==> config.mk <==
export PLATFORM = sky130hd
export DESIGN_NAME = serial_port_unit
export DESIGN_NICKNAME = d
export VERILOG_FILES = /design/src/logic/serial_port_pkg.sv /design/src/logic/serial_port_unit.sv /design/src/logic/baud_tick.sv
export VERILOG_INCLUDE_DIRS = /design/src /design/src/logic
export SDC_FILE = /design/constraint.sdc
export NUM_CORES = 1
export LEC_CHECK = 0
export ABC_AREA = 1
export BUFFER_PORTS_ARGS = -buffer_cell sky130_fd_sc_hd__buf_2
export CORE_ASPECT_RATIO = 1.75
export CORE_MARGIN = 2
export CORE_UTILIZATION = 56
export DETAILED_ROUTE_END_ITERATION = 16
export GPL_TIMING_DRIVEN = 0
export PLACE_DENSITY_LB_ADDON = 0.12
export SYNTH_ARGS = -nofsm -noshare
export SYNTH_HDL_FRONTEND = slang
export SYNTH_HIERARCHICAL = 1
export SYNTH_SLANG_ARGS = --single-unit
==> constraint.sdc <==
create_clock -name SYS_CLK -period 1.7 [get_ports SYS_CLK]
set_clock_uncertainty 0.15 [all_clocks]
set_input_delay 0.34 -clock SYS_CLK [delete_from_list [all_inputs] [get_ports SYS_CLK]]
set_output_delay 0.34 -clock SYS_CLK [all_outputs]
set_load 0.01 [all_outputs]
==> src/logic/serial_port_map.svh <==
`ifndef SERIAL_PORT_MAP_SVH
`define SERIAL_PORT_MAP_SVH
// Register offsets
`define SP_TX_CTRL_OFS 3'h0
`define SP_RX_CTRL_OFS 3'h1
`define SP_BAUD_CTRL_OFS 3'h2
`define SP_HOLD_OFS 3'h3
`define SP_RX_DATA_OFS 3'h4
`define SP_DIV_LOW_OFS 3'h5
`define SP_DIV_HIGH_OFS 3'h6
// Transmit control and status bits
`define SP_TRANSMIT_ENABLE_BIT_BIT 0
`define SP_BREAK_SEND_REQUEST_BIT 1
`define SP_SYNC_BIT 2
`define SP_CLOCK_SOURCE_SELECT_BIT 3
`define SP_NINTH_EN_BIT 4
`define SP_NINTH_VAL_BIT 5
`define SP_SHIFT_EMPTY_BIT 6
`define SP_TX_EMPTY_BIT 7
// Receive control and status bits
`define SP_PORT_EN_BIT 0
`define SP_SINGLE_RECEIVE_ENABLE_BIT 1
`define SP_CONTINUOUS_RECEIVE_ENABLE_BIT 2
`define SP_FRAMING_ERROR_BIT_BIT 3
`define SP_RX_DONE_BIT 4
`define SP_BREAK_BIT 5
// Baud control bits
`define SP_POL_BIT 0
`define SP_WAKE_BIT 1
`define SP_ABD_BIT 2
// Reset values
`define SP_BYTE_RST 8'h00
`define SP_DIV_RST 16'h0000
`define SP_FRAME_RST 14'h0000
// Bit timing in oversample ticks
`define SP_PHASE_LEAD 4'h0
`define SP_PHASE_SAMPLE 4'h7
`define SP_PHASE_TRAIL 4'h8
`define SP_PHASE_LAST 4'hF
// Frame lengths in bits
`define SP_LEN_ASYNC8 4'hA
`define SP_LEN_ASYNC9 4'hB
`define SP_LEN_BREAK 4'hE
`define SP_LEN_SYNC8 4'h8
`define SP_LEN_SYNC9 4'h9
`define SP_RX_STOP_IDX 4'h9
`define SP_BREAK_ZEROS 12'h000
`endif

==> src/logic/serial_port_pkg.sv <==
`default_nettype none
package serial_port_pkg;
  typedef enum logic [1:0] {TX_IDLE, TX_ASYNC, TX_SYNC} tx_state_t;

  typedef struct packed {
    logic transmit_enable_bit;
    logic break_send_request;
    logic sync_mode;
    logic clock_source_select;
    logic ninth_en;
    logic ninth_val;
  } tx_ctrl_t;

  typedef struct packed {
    logic port_en;
    logic single_receive_enable;
    logic continuous_receive_enable;
  } rx_ctrl_t;

  typedef struct packed {
    logic polarity;
    logic wake_en;
    logic abd_en;
  } baud_ctrl_t;

  typedef struct packed {
    tx_ctrl_t tx_ctrl;
    rx_ctrl_t rx_ctrl;
    baud_ctrl_t baud_ctrl;
    logic [15:0] divisor;
    logic [7:0] hold_data;
    logic hold_full;
    logic hold_break;
    tx_state_t tx_state;
    logic break_active;
    logic [13:0] frame;
    logic [3:0] tx_bits;
    logic [3:0] tx_phase;
    logic line;
    logic sclk;
    logic dt_meta;
    logic dt_sync;
    logic dt_prev;
    logic rx_busy;
    logic [3:0] rx_phase;
    logic [3:0] rx_idx;
    logic [7:0] rx_shift;
    logic [7:0] rx_data;
    logic rx_done;
    logic framing_error_bit;
    logic break_seen;
    logic wake_seen;
    logic [7:0] rdata;
    logic ck_o;
    logic ck_oe;
    logic dt_o;
    logic dt_oe;
  } state_t;
endpackage : serial_port_pkg
`default_nettype wire

==> src/logic/serial_port_unit.sv <==
`default_nettype none
`include "serial_port_map.svh"
// Function
// - Holding write with transmit enable and break request starts a break, data ignored.
// - Byte written after dummy waits; break end clears request, then byte is sent.
// - Empty flag rises when holding register empties; software writes only then.
// - Break seen when receive done, framing error set and received byte zero.
// - Wake mode flags activity on a falling line edge, then receives next byte normally.
// - Synchronous characters carry no start or stop bits.
// - One clock and one shared data line; never transmit and receive together.
// - Master drives shift clock; clock driver enabled automatically in sync master.
// - Exactly one clock cycle per data bit, none extra.
// - Data changes on leading clock edge, stable through trailing edge.
// - Polarity set: idle high, falling leads; cleared: idle low, rising leads.
// - Sync master transmit drives data pin; data and clock drivers enabled.
// - Character waits while shift busy; moves across and shifts at once when empty.
// - Shift register not visible to software; only holding register.
// - Master makes the shift clock; slaves shift on it.
// - Break is start bit, twelve zero bits, stop bit.
// - Wake enable cleared by the rising line edge ending the break.
// - Shift empty status shows idle or active, also during break.
module serial_port_unit
  import serial_port_pkg::*;
(
  input wire logic SYS_CLK,
  input wire logic RST_N,
  input wire logic [2:0] REG_ADDR,
  input wire logic [7:0] REG_WDATA,
  input wire logic REG_WR,
  input wire logic REG_RD,
  output logic [7:0] REG_RDATA,
  output logic CK_O,
  output logic CK_OE,
  input wire logic DT_I,
  output logic DT_O,
  output logic DT_OE
);
  state_t s_reg;
  state_t s_next;
  logic os_tick;

  // Oversample tick at sixteen per bit time
  baud_tick #(.DIV_W(16)) u_baud (
    .clk(SYS_CLK),
    .rst_n(RST_N),
    .run(s_reg.rx_ctrl.port_en),
    .divisor(s_reg.divisor),
    .tick(os_tick)
  );

  always_comb begin
    logic wr_hold;
    logic rd_data;
    logic line_fall;
    logic line_rise;
    logic master_sync;
    logic rx_on;
    s_next = s_reg;
    master_sync = 1'b0;
    rx_on = 1'b0;
    wr_hold = REG_WR && (REG_ADDR == `SP_HOLD_OFS);
    rd_data = REG_RD && (REG_ADDR == `SP_RX_DATA_OFS);
    line_fall = s_reg.dt_prev && !s_reg.dt_sync;
    line_rise = !s_reg.dt_prev && s_reg.dt_sync;

    // Two-stage sync of the data pin, edges seen only after stage two
    s_next.dt_meta = DT_I;
    s_next.dt_sync = s_reg.dt_meta;
    s_next.dt_prev = s_reg.dt_sync;

    // Software writes to control registers
    if (REG_WR) begin
      unique case (REG_ADDR)
        `SP_TX_CTRL_OFS: begin
          s_next.tx_ctrl.transmit_enable_bit = REG_WDATA[`SP_TRANSMIT_ENABLE_BIT_BIT];
          s_next.tx_ctrl.break_send_request = REG_WDATA[`SP_BREAK_SEND_REQUEST_BIT];
          s_next.tx_ctrl.sync_mode = REG_WDATA[`SP_SYNC_BIT];
          s_next.tx_ctrl.clock_source_select = REG_WDATA[`SP_CLOCK_SOURCE_SELECT_BIT];
          s_next.tx_ctrl.ninth_en = REG_WDATA[`SP_NINTH_EN_BIT];
          s_next.tx_ctrl.ninth_val = REG_WDATA[`SP_NINTH_VAL_BIT];
        end
        `SP_RX_CTRL_OFS: begin
          s_next.rx_ctrl.port_en = REG_WDATA[`SP_PORT_EN_BIT];
          s_next.rx_ctrl.single_receive_enable = REG_WDATA[`SP_SINGLE_RECEIVE_ENABLE_BIT];
          s_next.rx_ctrl.continuous_receive_enable = REG_WDATA[`SP_CONTINUOUS_RECEIVE_ENABLE_BIT];
        end
        `SP_BAUD_CTRL_OFS: begin
          s_next.baud_ctrl.polarity = REG_WDATA[`SP_POL_BIT];
          s_next.baud_ctrl.wake_en = REG_WDATA[`SP_WAKE_BIT];
          s_next.baud_ctrl.abd_en = REG_WDATA[`SP_ABD_BIT];
        end
        `SP_DIV_LOW_OFS: s_next.divisor[7:0] = REG_WDATA;
        `SP_DIV_HIGH_OFS: s_next.divisor[15:8] = REG_WDATA;
        default: ;
      endcase
    end

    // Holding write; a break is armed once, so the next byte queues normally
    if (wr_hold) begin
      s_next.hold_data = REG_WDATA;
      s_next.hold_full = 1'b1;
      s_next.hold_break = s_reg.tx_ctrl.transmit_enable_bit && s_reg.tx_ctrl.break_send_request &&
        !s_reg.break_active && !s_reg.hold_break;
    end

    master_sync = s_next.rx_ctrl.port_en && s_next.tx_ctrl.sync_mode && s_next.tx_ctrl.clock_source_select;

    // Transmit engine
    unique case (s_reg.tx_state)
      TX_IDLE: begin
        s_next.line = 1'b1;
        s_next.sclk = s_next.baud_ctrl.polarity;
        // Move across as soon as the shift register is free
        if (s_next.hold_full && s_next.tx_ctrl.transmit_enable_bit && s_next.rx_ctrl.port_en) begin
          s_next.hold_full = 1'b0;
          s_next.tx_phase = `SP_PHASE_LEAD;
          if (s_next.tx_ctrl.sync_mode) begin
            s_next.tx_state = TX_SYNC;
            // LSB first, ninth bit after the byte, no framing bits
            s_next.frame = {5'h00, s_next.tx_ctrl.ninth_val, s_next.hold_data};
            s_next.tx_bits = s_next.tx_ctrl.ninth_en ? `SP_LEN_SYNC9 : `SP_LEN_SYNC8;
          end else if (s_next.hold_break) begin
            s_next.tx_state = TX_ASYNC;
            s_next.break_active = 1'b1;
            s_next.hold_break = 1'b0;
            s_next.frame = {1'b1, `SP_BREAK_ZEROS, 1'b0};
            s_next.tx_bits = `SP_LEN_BREAK;
          end else begin
            s_next.tx_state = TX_ASYNC;
            s_next.frame = s_next.tx_ctrl.ninth_en ?
              {3'h7, 1'b1, s_next.tx_ctrl.ninth_val, s_next.hold_data, 1'b0} :
              {4'hF, 1'b1, s_next.hold_data, 1'b0};
            s_next.tx_bits = s_next.tx_ctrl.ninth_en ? `SP_LEN_ASYNC9 : `SP_LEN_ASYNC8;
          end
        end
      end
      TX_ASYNC, TX_SYNC: begin
        if (os_tick) begin
          s_next.tx_phase = s_reg.tx_phase + 4'h1;
          if (s_reg.tx_phase == `SP_PHASE_LEAD) begin
            // New bit and leading clock edge together
            s_next.line = s_reg.frame[0];
            s_next.frame = {1'b0, s_reg.frame[13:1]};
            if (s_reg.tx_state == TX_SYNC) begin
              s_next.sclk = !s_reg.baud_ctrl.polarity;
            end
          end
          if (s_reg.tx_phase == `SP_PHASE_TRAIL && s_reg.tx_state == TX_SYNC) begin
            s_next.sclk = s_reg.baud_ctrl.polarity;
          end
          if (s_reg.tx_phase == `SP_PHASE_LAST) begin
            if (s_reg.tx_bits == 4'h1) begin
              // No clock beyond the last bit
              s_next.tx_state = TX_IDLE;
              if (s_reg.break_active) begin
                s_next.break_active = 1'b0;
                s_next.tx_ctrl.break_send_request = 1'b0;
              end
            end else begin
              s_next.tx_bits = s_reg.tx_bits - 4'h1;
            end
          end
        end
      end
      default: s_next.tx_state = TX_IDLE;
    endcase

    // Dropping transmit enable or the port aborts the character in flight
    if (!s_next.tx_ctrl.transmit_enable_bit || !s_next.rx_ctrl.port_en) begin
      s_next.tx_state = TX_IDLE;
      s_next.hold_full = 1'b0;
      s_next.hold_break = 1'b0;
      s_next.break_active = 1'b0;
    end

    // Reading received data clears the done flag; a new event in the same cycle wins
    if (rd_data) begin
      s_next.rx_done = 1'b0;
    end

    // Wake on activity: falling edge flags, rising edge ends the break
    if (s_reg.baud_ctrl.wake_en && !s_reg.tx_ctrl.sync_mode && s_reg.rx_ctrl.port_en) begin
      if (line_fall) begin
        s_next.rx_done = 1'b1;
        s_next.wake_seen = 1'b1;
      end
      if (line_rise && s_reg.wake_seen) begin
        s_next.baud_ctrl.wake_en = 1'b0;
        s_next.wake_seen = 1'b0;
      end
    end else begin
      s_next.wake_seen = 1'b0;
    end

    // Async receiver, idle while wake mode holds off normal reception
    rx_on = s_reg.rx_ctrl.port_en && s_reg.rx_ctrl.continuous_receive_enable && !s_reg.tx_ctrl.sync_mode &&
      !s_reg.baud_ctrl.wake_en;
    if (!rx_on) begin
      s_next.rx_busy = 1'b0;
    end else if (!s_reg.rx_busy) begin
      if (line_fall) begin
        s_next.rx_busy = 1'b1;
        s_next.rx_phase = `SP_PHASE_LEAD;
        s_next.rx_idx = 4'h0;
      end
    end else if (os_tick) begin
      s_next.rx_phase = s_reg.rx_phase + 4'h1;
      if (s_reg.rx_phase == `SP_PHASE_SAMPLE) begin
        s_next.rx_idx = s_reg.rx_idx + 4'h1;
        if (s_reg.rx_idx == 4'h0) begin
          // Glitch rather than a start bit
          s_next.rx_busy = !s_reg.dt_sync;
        end else if (s_reg.rx_idx == `SP_RX_STOP_IDX) begin
          s_next.rx_busy = 1'b0;
          s_next.rx_data = s_reg.rx_shift;
          s_next.rx_done = 1'b1;
          s_next.framing_error_bit = !s_reg.dt_sync;
          s_next.break_seen = !s_reg.dt_sync && (s_reg.rx_shift == `SP_BYTE_RST);
        end else begin
          s_next.rx_shift = {s_reg.dt_sync, s_reg.rx_shift[7:1]};
        end
      end
    end

    // Read data, presented the cycle after the strobe; shift register unmapped
    s_next.rdata = `SP_BYTE_RST;
    if (REG_RD) begin
      unique case (REG_ADDR)
        `SP_TX_CTRL_OFS: begin
          s_next.rdata[`SP_TRANSMIT_ENABLE_BIT_BIT] = s_reg.tx_ctrl.transmit_enable_bit;
          s_next.rdata[`SP_BREAK_SEND_REQUEST_BIT] = s_reg.tx_ctrl.break_send_request;
          s_next.rdata[`SP_SYNC_BIT] = s_reg.tx_ctrl.sync_mode;
          s_next.rdata[`SP_CLOCK_SOURCE_SELECT_BIT] = s_reg.tx_ctrl.clock_source_select;
          s_next.rdata[`SP_NINTH_EN_BIT] = s_reg.tx_ctrl.ninth_en;
          s_next.rdata[`SP_NINTH_VAL_BIT] = s_reg.tx_ctrl.ninth_val;
          // A queued byte in its hand-over cycle still counts as busy
          s_next.rdata[`SP_SHIFT_EMPTY_BIT] = (s_reg.tx_state == TX_IDLE) &&
            !s_reg.hold_full;
          s_next.rdata[`SP_TX_EMPTY_BIT] = !s_reg.hold_full;
        end
        `SP_RX_CTRL_OFS: begin
          s_next.rdata[`SP_PORT_EN_BIT] = s_reg.rx_ctrl.port_en;
          s_next.rdata[`SP_SINGLE_RECEIVE_ENABLE_BIT] = s_reg.rx_ctrl.single_receive_enable;
          s_next.rdata[`SP_CONTINUOUS_RECEIVE_ENABLE_BIT] = s_reg.rx_ctrl.continuous_receive_enable;
          s_next.rdata[`SP_FRAMING_ERROR_BIT_BIT] = s_reg.framing_error_bit;
          s_next.rdata[`SP_RX_DONE_BIT] = s_reg.rx_done;
          s_next.rdata[`SP_BREAK_BIT] = s_reg.rx_done && s_reg.break_seen;
        end
        `SP_BAUD_CTRL_OFS: begin
          s_next.rdata[`SP_POL_BIT] = s_reg.baud_ctrl.polarity;
          s_next.rdata[`SP_WAKE_BIT] = s_reg.baud_ctrl.wake_en;
          s_next.rdata[`SP_ABD_BIT] = s_reg.baud_ctrl.abd_en;
        end
        `SP_RX_DATA_OFS: s_next.rdata = s_reg.rx_data;
        `SP_DIV_LOW_OFS: s_next.rdata = s_reg.divisor[7:0];
        `SP_DIV_HIGH_OFS: s_next.rdata = s_reg.divisor[15:8];
        default: ;
      endcase
    end

    // Pin drivers; data driver on in sync master while both receive enables are clear, so no contention
    s_next.ck_oe = s_next.rx_ctrl.port_en && (!s_next.tx_ctrl.sync_mode ||
      s_next.tx_ctrl.clock_source_select);
    s_next.dt_oe = master_sync && !s_next.rx_ctrl.single_receive_enable && !s_next.rx_ctrl.continuous_receive_enable;
    s_next.ck_o = s_next.tx_ctrl.sync_mode ? s_next.sclk : s_next.line;
    s_next.dt_o = s_next.line;
  end

  // Single state register
  always_ff @(posedge SYS_CLK) begin
    if (!RST_N) begin
      s_reg <= '0;
      s_reg.tx_state <= TX_IDLE;
      s_reg.line <= 1'b1;
      s_reg.dt_meta <= 1'b1;
      s_reg.dt_sync <= 1'b1;
      s_reg.dt_prev <= 1'b1;
      s_reg.ck_o <= 1'b1;
      s_reg.dt_o <= 1'b1;
    end else begin
      s_reg <= s_next;
    end
  end

  assign REG_RDATA = s_reg.rdata;
  assign CK_O = s_reg.ck_o;
  assign CK_OE = s_reg.ck_oe;
  assign DT_O = s_reg.dt_o;
  assign DT_OE = s_reg.dt_oe;
endmodule : serial_port_unit
`default_nettype wire

==> src/logic/baud_tick.sv <==
`default_nettype none
`include "serial_port_map.svh"
module baud_tick #(
  parameter int DIV_W = 16
) (
  input wire logic clk,
  input wire logic rst_n,
  input wire logic run,
  input wire logic [DIV_W-1:0] divisor,
  output logic tick
);
  typedef struct packed {
    logic [DIV_W-1:0] cnt;
    logic tick;
  } tick_state_t;

  tick_state_t s_reg;
  tick_state_t s_next;

  // Pulse once every divisor+1 cycles; held in reset while the port is off
  always_comb begin
    s_next = s_reg;
    s_next.tick = 1'b0;
    if (!run) begin
      s_next.cnt = '0;
    end else if (s_reg.cnt >= divisor) begin
      s_next.cnt = '0;
      s_next.tick = 1'b1;
    end else begin
      s_next.cnt = s_reg.cnt + {{(DIV_W-1){1'b0}}, 1'b1};
    end
  end

  always_ff @(posedge clk) begin
    if (!rst_n) begin
      s_reg <= '0;
    end else begin
      s_reg <= s_next;
    end
  end

  assign tick = s_reg.tick;
endmodule : baud_tick
`default_nettype wire

==> results.py <==
metrics = {
    "finish": {
        "multi_input_area_mm2": 0.00396,
        "largest_register_ffs": 94,
        "drive_gt1_share_pct": 30.9,
        "area_delta_synth_final_pct": 29.2,
        "insertedDiodeCount": 0,
        "utilization_pct": 73.9,
        "layoutNonFillerInstCount": 1161,
        "regArea_mm2": 0.00256,
        "fillers": 879,
        "final_nets": 1057,
    },
    "status": {
        "violations": "negative setup slack",
        "status": "finished with violations",
    },
    "setup_path": {
        "cpMaxStageDelayCell": "dfxtp_2",
        "cp.arrival_ps": 2060,
        "crit_type": "flip-flop to flip-flop",
        "worst-path-buf-inv": 3,
        "critPathLaunchType": "flip-flop",
        "critPathCaptureType": "flip-flop",
        "crit_family": "simple AND/OR/NAND/NOR gates",
        "crit_fanout": 6,
        "crit_path_max_incr_delay_ps": 350,
        "path_cells": "inv_2 > ha_4 > buf_4 > a21oi_4 > nand3_4 > nor2_8 > clkbuf_16 > nand2_2 > a21oi_2",
        "worstPathRequired_ps": 1900,
    },
    "routing": {
        "viasPerCell": 5.51,
        "vias": 6397,
        "routedWlPerCell_um": 16.3,
        "first_pass_iters": 5,
        "ant_nets": 0,
        "wirelength_mm": 18.9,
        "drc": 0,
        "drt_iter0_drc": 337,
    },
    "power_and_ir_drop": {
        "p_leak_nw": 3.48,
        "vdd_ir_drop_max_mv": 0.749,
        "p_per_area_mw_per_mm2": 841,
    },
    "floorplan": {
        "io_pins": 28,
        "num_rows": 52,
        "coreArea_mm2": 0.0116,
        "dieHeight_um": 148,
        "die_area_mm2": 0.0128,
        "die_w_um": 86.2,
        "initial_core_util_pct": 57.2,
    },
    "clocking": {
        "cts_tree": "yes",
        "path_clk_slew_ps": 60,
        "root_buffer": "clkbuf_16",
        "h-tree-depth": 4,
        "clock-sinks": 125,
        "cts_buffer_depth": 2,
        "numCtsBuffers": 17,
        "insertion_delay_ps": 420,
    },
    "flow_run": {
        "max-cap-violations": 0,
    },
    "timing": {
        "max_freq_ghz": 0.537,
        "max-slew-margin-rel_pct": 63.1,
        "maxSlewViolCount": 0,
        "min_period_over_period_pct": 110,
        "holdWs_ps": 75.3,
        "setup_viol": 38,
        "setup_tns_ps": -2680,
        "rsz0062_at_grt": "true",
        "fin_crit_ps": 1860,
        "tightest_slew_ps": 554,
        "setup_ws_ps": -164,
        "finalHoldViolCount": 0,
    },
    "global_route": {
        "grtUsageTotal_pct": 28.4,
        "grt_overflow": 0,
        "antenna_found_initial": 0,
        "grt_pass1_wl_mm": 28.4,
        "grt_start_max_net_pins": 17,
        "grt_pass1_vias": 5991,
    },
    "logic_synthesis": {
        "synthFlopType": "dfxtp_1",
        "syn_area_per_cell_um2": 7.13,
        "synth_area_leader_cell": "dfxtp_1",
        "syn_nets": 973,
        "synthCells": 929,
        "synthDistinctLibCells": 45,
        "yosysWarnings": 6,
        "yosysSeqAreaShare_pct": 37.8,
        "synth_area_leaders": "dfxtp_1, nand2_1, inv_1, a21oi_1, ha_1",
        "synthArstFlopShare_pct": 0,
        "syn-cell-area_mm2": 0.00663,
        "ys_seq_elements": 125,
        "synth-edff-count": 0,
        "synth_top_area_share_pct": 37.8,
    },
    "placed_design": {
        "dpl.hpwl_mm": 12.5,
        "place_ws_ps": -510,
        "dp_cells": 1089,
        "io_buffer_count": 25,
        "gp_congestion": 0.976,
    },
    "hold_path": {
        "min_path_type": "primary input to flip-flop",
    },
}
layout by cell type, fill, tap and decap left out, types with 3 or more instances in the layout:
| cell type | n |
|---|---|
| o21ai_2 | 4 |
| a21oi_4 | 5 |
| o21ai_0 | 40 |
| nor3_1 | 10 |
| clkinvlp_4 | 4 |
| dfxtp_1 | 92 |
| inv_6 | 3 |
| clkbuf_16 | 18 |
| bufinv_16 | 3 |
| o21ai_1 | 5 |
| nor2_4 | 22 |
| nand4_1 | 9 |
| nand3_1 | 55 |
| clkbuf_1 | 5 |
| o22ai_1 | 12 |
| nand2_2 | 31 |
| inv_1 | 103 |
| inv_2 | 23 |
| xor2_1 | 10 |
| a31oi_1 | 4 |
| nand3_4 | 7 |
| nor3_2 | 3 |
| a21oi_2 | 18 |
| dfxtp_2 | 26 |
| buf_2 | 29 |
| buf_6 | 14 |
| nand2_4 | 7 |
| nor2_2 | 11 |
| clkbuf_8 | 3 |
| ha_1 | 12 |
| clkbuf_2 | 5 |
| dfxtp_4 | 7 |
| buf_4 | 37 |
| nor2_1 | 62 |
| ha_4 | 14 |
| xnor2_1 | 4 |
| a21oi_1 | 66 |
| nand2_1 | 200 |
| nand3_2 | 4 |
| or2_2 | 3 |
cell families after synthesis:
logic type | after synthesis | synth area share (%)
adders and majority gates | 28 | 5.29
AOI/OAI and AO/OA | 169 | 14.5
xor gates and xnor gates | 14 | 1.85
buffers and inverters | 162 | 10.4
and+or+nand+nor | 431 | 30.2
DFF | 125 | 37.8
worst min-delay path: stages:
cell     delay, ps
buf_8          120
nand3_1         80
a21oi_1         60
report_power, final:
group / internal [mW] / switching [mW] / leakage [nW]
registers: 2.95 / 0.0174 / 1.03
logic: 0.126 / 0.273 / 2.16
clock network: 2.43 / 1.39 / 0.295
metal layers:
| layer | global-route usage, % | up-vias | wire length (um) | part of all wire [%] |
|---|---|---|---|---|
| li1 | - | 3162 | - | - |
| met1 | 29.0 | 2967 | 7030 | 37 |
| met2 | 51.7 | 186 | 10100 | 53 |
| met3 | 5.53 | 82 | 667 | 3.5 |
| met4 | 17.6 | 0 | 1150 | 6.1 |
| met5 | 0 | - | 0 | 0 |
stage by stage:
step | cell area [um2] | power, mW
3_5_place_dp | 6970 | 3.39
2_1_floorplan | 6680 | 3.26
6_report | 8560 | 7.20
4_1_cts | 8010 | 7.20
3_3_place_gp | 6970 | 3.38
5_1_grt | 8560 | 7.41
synthesized netlist by cell type (2+ instances only):
| cell type | instances |
|---|---|
| o211ai_1 | 2 |
| nand3_4 | 2 |
| or2_2 | 3 |
| nor2_8 | 2 |
| nand2_2 | 18 |
| a221oi_1 | 2 |
| buf_4 | 11 |
| nand2_1 | 215 |
| inv_1 | 121 |
| buf_1 | 2 |
| o21bai_1 | 2 |
| inv_2 | 6 |
| a2111oi_0 | 2 |
| xnor2_1 | 4 |
| a31oi_1 | 4 |
| xor2_1 | 10 |
| dfxtp_1 | 125 |
| nor2_4 | 6 |
| nand4_1 | 9 |
| a21oi_2 | 12 |
| a21oi_1 | 77 |
| nand3_2 | 2 |
| ha_1 | 28 |
| o21a_1 | 2 |
| a311oi_1 | 2 |
| buf_2 | 7 |
| nor2_1 | 77 |
| nor2_2 | 12 |
| o22ai_1 | 12 |
| buf_6 | 2 |
| nor3_1 | 13 |
| nand3_1 | 62 |
| nor4_1 | 2 |
| nand2_4 | 5 |
| clkbuf_1 | 12 |
| o21ai_0 | 47 |
area by class of cell:
cell class              count  area share [%]
multi-input cells         642            46.2
flip-flops and latches    125            29.9
repair buffers             66            5.90
inverters                 127            5.63
clock buffers              20            5.45
plain buffers              34            3.05
well taps                 135            1.97
clock inverters            12            1.87
repair_timing:
| action | 4_1_cts | 5_1_grt |
|---|---|---|
| setup buffers | 18 | 17 |
| hold buffers | 1 | 0 |
| pin swaps | 11 | 30 |
| gates cloned | 1 | 4 |
| gates resized for setup | 79 | 112 |
| setup endpoints to repair | 79 | 85 |
| hold endpoints to repair | 1 | 0 |
path summary, 6_finish.rpt:
kind	start	end	slack [ps]	depth (start not counted)
hold reg to reg	s_next[42]	s_next[41]	260	1
setup / recovery	s_reg[69]	s_reg[66]	-160	9
hold / removal	REG_WR	s_reg[96]	80	3
setup reg to reg	s_reg[69]	s_reg[66]	-160	9
Note: power is estimated with default switching activity, not from simulation.
